--- src/logic/lpr_pkg.sv ---
// Constants, states and timing figures for the low-power memory read controller.
// Assumes a 40 MHz clock; all times are converted to whole clock cycles here.
//
// How it works
// - Selected before address change: address-initiated read
// - Address stable before selection: selection-initiated read
// - Output-enable read needs a completed access
// - Address read: change address, selected, oe, no write
// - New address at most once per read period
// - Sequential reads step address while selected
// - Address stays stable through selection read
// - Output-enable read waits oe-to-data or pending delays
package lpr_pkg;

    // -------------------------------------------------------------------------
    // Timing
    // -------------------------------------------------------------------------
    localparam int CLK_PERIOD_PS          = 25000;
    localparam int ADDRESS_TO_DATA_PS     = 15000;
    localparam int MIN_READ_PERIOD_PS     = 15000;
    localparam int SELECT_TO_DATA_PS      = 15000;
    localparam int OE_TO_DATA_PS          = 7000;
    localparam int TRIGGER_WINDOW_PS      = 5000;
    // Least times round up to whole cycles, never below one.
    localparam int ADDR_CYC   = (ADDRESS_TO_DATA_PS + CLK_PERIOD_PS - 1) / CLK_PERIOD_PS;
    localparam int PERIOD_CYC = (MIN_READ_PERIOD_PS + CLK_PERIOD_PS - 1) / CLK_PERIOD_PS;
    localparam int SEL_CYC    = (SELECT_TO_DATA_PS + CLK_PERIOD_PS - 1) / CLK_PERIOD_PS;
    localparam int OE_CYC     = (OE_TO_DATA_PS + CLK_PERIOD_PS - 1) / CLK_PERIOD_PS;
    // Cycles the address must settle before selection goes active.
    localparam int SETUP_CYC  = (TRIGGER_WINDOW_PS + CLK_PERIOD_PS - 1) / CLK_PERIOD_PS;
    localparam int CNT_W      = 4;

    // -------------------------------------------------------------------------
    // Widths and states
    // -------------------------------------------------------------------------
    localparam int ADDR_W = 19;
    localparam int DATA_W = 8;
    localparam logic [ADDR_W-1:0] ADDR_RST = 19'h0_0000;
    localparam logic [DATA_W-1:0] DATA_RST = 8'h00;

    typedef enum logic [2:0] {
        LPR_IDLE   = 3'b000,
        LPR_SETUP  = 3'b001,
        LPR_SELWT  = 3'b010,
        LPR_ADDRWT = 3'b011,
        LPR_OEWT   = 3'b100,
        LPR_DONE   = 3'b101
    } lpr_state_t;

    typedef enum logic [1:0] {
        LPR_KIND_SEL  = 2'b00,
        LPR_KIND_ADDR = 2'b01,
        LPR_KIND_OE   = 2'b10
    } lpr_kind_t;

endpackage

--- src/logic/lpr_ctrl.sv ---
// Host-side read controller for a byte-wide asynchronous low-power memory.
// Assumes the memory pins are driven straight from here; the data pins are
// inputs sampled synchronously to the 40 MHz clock.
`timescale 1ns/1ps
module lpr_ctrl
    import lpr_pkg::*;
#(
    parameter int ADDR_WIDTH = ADDR_W,
    parameter int DATA_WIDTH = DATA_W
) (
    input  wire logic                  clk_in,
    input  wire logic                  arst_n_in,
    // User side.
    input  wire logic                  req_valid_in,
    input  wire logic [ADDR_WIDTH-1:0] req_addr_in,
    input  wire logic                  req_hold_oe_in,
    output logic                       req_ready_out,
    output logic                       rsp_valid_out,
    output logic [DATA_WIDTH-1:0]      rsp_data_out,
    output logic [1:0]                 rsp_kind_out,
    // Memory side.
    output logic                       first_select_low_out,
    output logic                       second_select_high_out,
    output logic                       oe_n_out,
    output logic                       we_n_out,
    output logic [ADDR_WIDTH-1:0]      addr_out,
    input  wire logic [DATA_WIDTH-1:0] dq_in,
    output logic [DATA_WIDTH-1:0]      dq_out,
    output logic                       dq_oe_out
);

    // -------------------------------------------------------------------------
    // Elaboration checks
    // -------------------------------------------------------------------------
    if (ADDR_WIDTH != ADDR_W || DATA_WIDTH != DATA_W) begin : g_bad_width
        $error("lpr_ctrl serves only the documented widths");
    end

    // Every wait is loaded into a CNT_W-bit timer, so each must fit there.
    if (ADDR_CYC >= (1 << CNT_W) || SEL_CYC >= (1 << CNT_W) || OE_CYC >= (1 << CNT_W)
        || SETUP_CYC >= (1 << CNT_W) || PERIOD_CYC >= (1 << CNT_W)) begin : g_bad_count
        $error("lpr_ctrl timer too narrow for the access waits");
    end

    // -------------------------------------------------------------------------
    // State
    // -------------------------------------------------------------------------
    lpr_state_t            state_ff;
    lpr_state_t            nxt_state;
    logic                  sel_ff;
    logic                  oe_ff;
    logic [ADDR_WIDTH-1:0] addr_ff;
    logic [DATA_WIDTH-1:0] data_ff;
    logic                  rsp_valid_ff;
    lpr_kind_t             kind_ff;
    logic                  tmr_load;
    logic [CNT_W-1:0]      tmr_count;
    logic                  tmr_done;
    logic                  period_load;
    logic                  period_done;
    logic                  take;
    logic                  addr_step;

    // -------------------------------------------------------------------------
    // Timers
    // -------------------------------------------------------------------------
    // Access timer and read-period spacing timer.
    lpr_timer u_access (
        .clk_in    (clk_in),
        .arst_n_in (arst_n_in),
        .load_in   (tmr_load),
        .count_in  (tmr_count),
        .done_out  (tmr_done)
    );

    lpr_timer u_period (
        .clk_in    (clk_in),
        .arst_n_in (arst_n_in),
        .load_in   (period_load),
        .count_in  (CNT_W'(PERIOD_CYC)),
        .done_out  (period_done)
    );

    // -------------------------------------------------------------------------
    // Request handshake
    // -------------------------------------------------------------------------
    // A take of a new address in the done state while still selected is an address step, even when
    // the hold level has just dropped; the deselect only happens on an idle cycle.
    // A request is taken when idle, or between reads while the memory stays selected.
    assign req_ready_out = ((state_ff == LPR_IDLE) || (state_ff == LPR_DONE)) && period_done;
    assign take          = req_valid_in && req_ready_out;
    // Stepping the address while selected gives an address-initiated read.
    assign addr_step     = take && sel_ff && (req_addr_in != addr_ff);

    // Next-state and timer loading.
    always_comb begin
        nxt_state   = state_ff;
        tmr_load    = 1'b0;
        tmr_count   = '0;
        period_load = 1'b0;
        case (state_ff)
            LPR_IDLE, LPR_DONE: begin
                if (take && addr_step) begin
                    nxt_state   = LPR_ADDRWT;
                    tmr_load    = 1'b1;
                    tmr_count   = CNT_W'(ADDR_CYC);
                    period_load = 1'b1;
                end else if (take && sel_ff) begin
                    // Same address while selected: no new trigger, data already held.
                    nxt_state = LPR_DONE;
                end else if (take) begin
                    nxt_state = LPR_SETUP;
                    tmr_load  = 1'b1;
                    tmr_count = CNT_W'(SETUP_CYC);
                end else if (!req_hold_oe_in && state_ff == LPR_DONE) begin
                    nxt_state = LPR_IDLE;
                end
            end
            LPR_SETUP: begin
                // Address has settled; selection now triggers a single sense.
                if (tmr_done) begin
                    nxt_state   = LPR_SELWT;
                    tmr_load    = 1'b1;
                    tmr_count   = CNT_W'(SEL_CYC);
                    period_load = 1'b1;
                end
            end
            LPR_SELWT, LPR_ADDRWT: begin
                // Access done; the output-enable delay then follows as its own access.
                if (tmr_done) begin
                    nxt_state = LPR_OEWT;
                    tmr_load  = 1'b1;
                    tmr_count = CNT_W'(OE_CYC);
                end
            end
            LPR_OEWT: begin
                if (tmr_done) begin
                    nxt_state = LPR_DONE;
                end
            end
            default: begin
                nxt_state = LPR_IDLE;
            end
        endcase
    end

    // -------------------------------------------------------------------------
    // Registers
    // -------------------------------------------------------------------------
    // State register.
    always_ff @(posedge clk_in or negedge arst_n_in) begin
        if (!arst_n_in) begin
            state_ff <= LPR_IDLE;
        end else begin
            state_ff <= nxt_state;
        end
    end

    // Address is loaded once per taken request and held stable otherwise.
    always_ff @(posedge clk_in or negedge arst_n_in) begin
        if (!arst_n_in) begin
            addr_ff <= ADDR_RST;
        end else if (take) begin
            addr_ff <= req_addr_in;
        end
    end

    // Selection asserts after the address setup and drops when the host goes idle.
    always_ff @(posedge clk_in or negedge arst_n_in) begin
        if (!arst_n_in) begin
            sel_ff <= 1'b0;
        end else if (state_ff == LPR_SETUP && tmr_done) begin
            sel_ff <= 1'b1;
        end else if (nxt_state == LPR_IDLE) begin
            sel_ff <= 1'b0;
        end
    end

    // Output enable is kept low through address reads so data stays driven.
    always_ff @(posedge clk_in or negedge arst_n_in) begin
        if (!arst_n_in) begin
            oe_ff <= 1'b0;
        end else if (state_ff == LPR_SELWT && tmr_done) begin
            oe_ff <= 1'b1;
        end else if (nxt_state == LPR_IDLE) begin
            oe_ff <= 1'b0;
        end
    end

    // Read data is captured after the output-enable delay, or at once on a same-address take while selected.
    always_ff @(posedge clk_in or negedge arst_n_in) begin
        if (!arst_n_in) begin
            data_ff      <= DATA_RST;
            rsp_valid_ff <= 1'b0;
            kind_ff      <= LPR_KIND_SEL;
        end else begin
            rsp_valid_ff <= 1'b0;
            if (take) begin
                kind_ff <= addr_step ? LPR_KIND_ADDR : (sel_ff ? LPR_KIND_OE : LPR_KIND_SEL);
            end
            if ((state_ff == LPR_OEWT && tmr_done) || (take && sel_ff && !addr_step)) begin
                data_ff      <= dq_in;
                rsp_valid_ff <= 1'b1;
            end
        end
    end

    // -------------------------------------------------------------------------
    // Memory pins and answer
    // -------------------------------------------------------------------------
    // Pins: both selects drive together, write strobe held inactive.
    // The host never writes, so its data driver stays off for good.
    assign first_select_low_out   = !sel_ff;
    assign second_select_high_out = sel_ff;
    assign oe_n_out               = !oe_ff;
    assign we_n_out               = 1'b1;
    assign addr_out               = addr_ff;
    assign dq_out                 = DATA_RST;
    assign dq_oe_out              = 1'b0;

    // User answer straight from its registers.
    assign rsp_valid_out          = rsp_valid_ff;
    assign rsp_data_out           = data_ff;
    assign rsp_kind_out           = kind_ff;

endmodule // lpr_ctrl

--- src/logic/lpr_timer.sv ---
// Down-counter that flags when a loaded number of cycles has elapsed.
// Assumes the single 40 MHz clock and asynchronous active-low reset.
`timescale 1ns/1ps
module lpr_timer
    import lpr_pkg::*;
(
    input  wire logic             clk_in,
    input  wire logic             arst_n_in,
    input  wire logic             load_in,
    input  wire logic [CNT_W-1:0] count_in,
    output logic                  done_out
);

    logic [CNT_W-1:0] cnt_ff;

    // Loads a count and runs down to zero.
    always_ff @(posedge clk_in or negedge arst_n_in) begin
        if (!arst_n_in) begin
            cnt_ff <= '0;
        end else if (load_in) begin
            cnt_ff <= count_in;
        end else if (cnt_ff != '0) begin
            cnt_ff <= cnt_ff - 1'b1;
        end
    end

    // Elapsed when at most one count is left, so a load of N waits exactly N edges.
    // Done does not look at the load, since the load itself is decided from done.
    assign done_out = (cnt_ff[CNT_W-1:1] == '0);

endmodule // lpr_timer

--- config.mk ---
export PLATFORM = sky130hd
export DESIGN_NAME = lpr_ctrl
export DESIGN_NICKNAME = d
export VERILOG_FILES = /design/src/logic/lpr_pkg.sv /design/src/logic/lpr_ctrl.sv /design/src/logic/lpr_timer.sv
export SDC_FILE = /design/constraint.sdc
export NUM_CORES = 1
export LEC_CHECK = 0
export ABC_CLOCK_PERIOD_IN_PS = 2800
export BUFFER_PORTS_ARGS = -buffer_cell sky130_fd_sc_hd__buf_4
export CAP_MARGIN = 10
export CORE_MARGIN = 4
export CORE_UTILIZATION = 40
export DETAILED_ROUTE_END_ITERATION = 7
export PLACE_DENSITY_LB_ADDON = 0.12
export SLEW_MARGIN = 15
export SYNTH_ARGS = -nofsm -noshare
export SYNTH_HDL_FRONTEND = slang
export SYNTH_HIERARCHICAL = 1
export SYNTH_SLANG_ARGS = --single-unit
--- constraint.sdc ---
create_clock -name clk_in -period 2.8 [get_ports clk_in]
set_input_delay 0.84 -clock clk_in [delete_from_list [all_inputs] [get_ports clk_in]]
set_output_delay 0.84 -clock clk_in [all_outputs]
set_load 0.005 [all_outputs]
==> reports/qor.json <==
{
  "post_synth.cell_area_avg": {"value": 11.5, "unit": "µm²"},
  "fmax": {"value": 0.409, "unit": "GHz"},
  "initial_core_util": {"value": 0.418},
  "yosys.cell_types.count": {"value": 42},
  "run_status": {"value": "complete, no violations"},
  "cts_tree": {"value": "done"},
  "setup_viol": {"value": 0},
  "startpoint_type": {"value": "register"},
  "drtAntennaViolNets": {"value": 0},
  "ys_ff_latch": {"value": 43},
  "clk_transition_reported_paths": {"value": 80, "unit": "ps"},
  "synth_xor_area_frac": {"value": 0.0859},
  "cp_data_required_time": {"value": 1960, "unit": "ps"},
  "p_sw": {"value": 0.000992, "unit": "W"},
  "syn_inst": {"value": 202},
  "synth.mux.area_fraction": {"value": 0.157},
  "detail_route.wirelength": {"value": 4390, "unit": "µm"},
  "cts_hold_buffers": {"value": 0},
  "synth_top_cells_by_area": {"value": "sky130_fd_sc_hd__dfrtp_1 (46%), sky130_fd_sc_hd__mux2_2 (10%), sky130_fd_sc_hd__mux2_4 (5.2%)"},
  "critPathKind": {"value": "reg -> out"},
  "post_synth_edffs": {"value": 0},
  "final-hold-violation-count": {"value": 0},
  "setup_tns": {"value": 0, "unit": "ps"},
  "drt_pass1_iterations": {"value": 4},
  "antenna_found_initial": {"value": 0},
  "drc": {"value": 0},
  "port-buffer-count": {"value": 64},
  "grt_use_total": {"value": 0.128},
  "cts_resized": {"value": 0},
  "netlist.area_leader.share": {"value": 0.462},
  "max_slew_margin": {"value": 0.587},
  "clock_power_share": {"value": 0.130},
  "cts-htree-levels": {"value": 2},
  "total_leakage_power": {"value": 1.47, "unit": "nW"},
  "clkLatencyLatePin": {"value": 290, "unit": "ps"},
  "final_standard_cell_count_with_taps_included_and_fillers_excluded": {"value": 349},
  "die-width": {"value": 84.3, "unit": "µm"},
  "grt_setup_unrepaired": {"value": "no"},
  "area_growth_syn_to_layout": {"value": 26.9, "unit": "%"},
  "synth_simple_gate_area_frac": {"value": 0.137},
  "hpwlAfterDp": {"value": 3410, "unit": "µm"},
  "die_area": {"value": 0.00711, "unit": "mm²"},
  "avgViaCountPerCell": {"value": 4.70},
  "worst-endpoint-arrival": {"value": 1600, "unit": "ps"},
  "hold_class": {"value": "reg -> reg"},
  "critPathMaxFanout": {"value": 5},
  "grt_pass1_wl": {"value": 7290, "unit": "µm"},
  "fp.dieH": {"value": 84.3, "unit": "µm"},
  "post_synth_instance_area": {"value": 0.00233, "unit": "mm²"},
  "power_density_normalized_to_cell_area": {"value": 967, "unit": "mW/mm²"},
  "share_seq_of_total_power": {"value": 0.400},
  "most-common-layout-cells": {"value": "sky130_fd_sc_hd__buf_4 (68), sky130_fd_sc_hd__dfrtp_1 (43), sky130_fd_sc_hd__nand2_1 (22)"},
  "antennaDiodeCount": {"value": 0},
  "worst_clock_skew": {"value": 6.06, "unit": "ps"},
  "cts_max_path_buffers": {"value": 2},
  "cts_made_buffers": {"value": 5},
  "vdd_ir_drop_max": {"value": 0.000434, "unit": "V"},
  "yosysSeqAreaShare": {"value": 0.462},
  "synthArstFlopShare": {"value": 1.00},
  "drv_slew": {"value": 0},
  "final.min_clock_period": {"value": 2440, "unit": "ps"},
  "clock_tree_root_driver_cell": {"value": "sky130_fd_sc_hd__clkbuf_8"},
  "grt_start_max_net_pins": {"value": 44},
  "dr.first_iter.drc_count": {"value": 19},
  "detailed_place.area": {"value": 0.00288, "unit": "mm²"},
  "placedCellCount": {"value": 341},
  "combinationalPowerShare": {"value": 0.471},
  "timing.final.crit_share": {"value": 0.872},
  "num-nets-final": {"value": 311},
  "tightestPinTransition": {"value": 615, "unit": "ps"},
  "internal_power": {"value": 0.00187, "unit": "W"},
  "global_route.overflow_total": {"value": 0},
  "core_area": {"value": 0.00557, "unit": "mm²"},
  "timing.max_cap.violations": {"value": 0},
  "critPathCaptureType": {"value": "output pin"},
  "gp_congestion": {"value": 0.738},
  "layout_cell_share_with_drive_strength_beyond_1": {"value": 0.415},
  "top_level_ports": {"value": 75},
  "clkSinkCount": {"value": 43},
  "p_sw_frac": {"value": 0.347},
  "number_of_global_route_vias_before_repair": {"value": 1597},
  "post_cts_buffers": {"value": 0},
  "synth_top_family_by_area": {"value": "multiplexers"},
  "final_common_cell": {"value": "sky130_fd_sc_hd__buf_4"},
  "synthDominantAreaCellType": {"value": "sky130_fd_sc_hd__dfrtp_1"},
  "synth_compound_gate_area_share": {"value": 0.0693},
  "rows": {"value": 27},
  "predominant_post_synthesis_flop_cell": {"value": "sky130_fd_sc_hd__dfrtp_1"},
  "final_area": {"value": 0.00296, "unit": "mm²"},
  "vias": {"value": 1640},
  "design_power_total": {"value": 0.00286, "unit": "W"},
  "synth_warnings": {"value": 6},
  "post_synth_fa_ha_maj_area_fraction": {"value": 0.0215},
  "routedWlPerCell": {"value": 12.6, "unit": "µm"}
}
-- cell families after synthesis --
logic type / after synthesis
XOR/XNOR: 22
AO/OA/AOI/OAI: 22
adder cells (fa/ha/maj): 4
AND/OR/NAND/NOR: 53
buffers and inverters: 26
other: 2
multiplexers: 30
flip-flops: 43
-- metrics by stage --
stage          hold WS [ps]  setup WS (ps)   util
2_1_floorplan           456            542      -
3_3_place_gp            476            313  0.516
6_report                505            358  0.530
4_1_cts                 511            331  0.530
3_5_place_dp            489            242  0.516
5_1_grt                 528            211  0.530
-- final cells by class --
cell class	count	area [µm²]
Clock inverter	1	5.00
Clock buffer	7	76.3
Fill cell	521	2620
Tap cell	72	90.1
Inverter	10	37.5
Multi-Input combinational cell	148	1160
Timing Repair Buffer	68	510
Sequential cell	43	1080
-- critical path, cell delays in order, from the launching register on --
cell                      delay (ps)
sky130_fd_sc_hd__dfrtp_1         420
sky130_fd_sc_hd__nor3_1          530
sky130_fd_sc_hd__and3b_1         260
sky130_fd_sc_hd__buf_4           110
-- layer usage --
metal	vias to the layer above	GRT usage	routed length, µm
met5	-	0	0
met1	778	0.147	1870
li1	803	-	-
met2	55	0.209	2080
met4	0	0.0482	55
met3	4	0.0559	393
-- cells in the mapped netlist (2+ instances only) --
master	number
sky130_fd_sc_hd__o21ai_2	2
sky130_fd_sc_hd__a21boi_0	2
sky130_fd_sc_hd__nor4_2	2
sky130_fd_sc_hd__o21ai_1	2
sky130_fd_sc_hd__a21oi_1	2
sky130_fd_sc_hd__inv_1	10
sky130_fd_sc_hd__nand2_1	22
sky130_fd_sc_hd__o211ai_1	2
sky130_fd_sc_hd__xnor2_1	10
sky130_fd_sc_hd__nor2b_1	3
sky130_fd_sc_hd__and2b_1	2
sky130_fd_sc_hd__dfrtp_1	43
sky130_fd_sc_hd__nand4_1	3
sky130_fd_sc_hd__xor2_1	11
sky130_fd_sc_hd__buf_2	5
sky130_fd_sc_hd__nor3_1	6
sky130_fd_sc_hd__conb_1	2
sky130_fd_sc_hd__or2b_1	2
sky130_fd_sc_hd__mux2_4	8
sky130_fd_sc_hd__o21ai_0	5
sky130_fd_sc_hd__nor2_1	2
sky130_fd_sc_hd__buf_4	10
sky130_fd_sc_hd__ha_1	4
sky130_fd_sc_hd__o31ai_1	2
sky130_fd_sc_hd__mux2_2	21
sky130_fd_sc_hd__nor3b_2	2
sky130_fd_sc_hd__nand3_1	2
-- sequential cells by signal, summed over array words and instances (netlist names) --
name	cells
rsp_kind_out	2
u_period/cnt_ff	4
second_select_high_out	1
u_access/cnt_ff	4
rsp_data_out	8
oe_ff	1
rsp_valid_out	1
addr_out	19
state_ff	3
-- power groups by stage --
stage | Clock (W) | Combinational [W] | Sequential (W)
after floorplan | 0 | 0.000900 | 0.00110
after global placement | 0 | 0.00136 | 0.00115
after detailed placement | 0 | 0.00137 | 0.00115
after CTS | 0.000390 | 0.00137 | 0.00114
after global routing | 0.000419 | 0.00151 | 0.00118
final | 0.000371 | 0.00134 | 0.00114
-- path summary, 6_finish.rpt --
kind,slack [ps],to,cells past startpoint,start
hold reg to reg,510,oe_ff$_DFFE_PN0P_,1,oe_ff$_DFFE_PN0P_
max in group asynchronous,1890,addr_out[17]$_DFFE_PN0P_,1,arst_n_in
hold / removal,510,oe_ff$_DFFE_PN0P_,1,oe_ff$_DFFE_PN0P_
setup / recovery,360,req_ready_out,3,u_period/cnt_ff[2]$_DFFE_PN0P_
min in group asynchronous,540,u_access/cnt_ff[0]$_DFFE_PN0P_,1,arst_n_in
setup reg to reg,570,rsp_data_out[3]$_DFFE_PN0P_,5,u_period/cnt_ff[2]$_DFFE_PN0P_
Note: power is estimated with default switching activity, not from simulation.
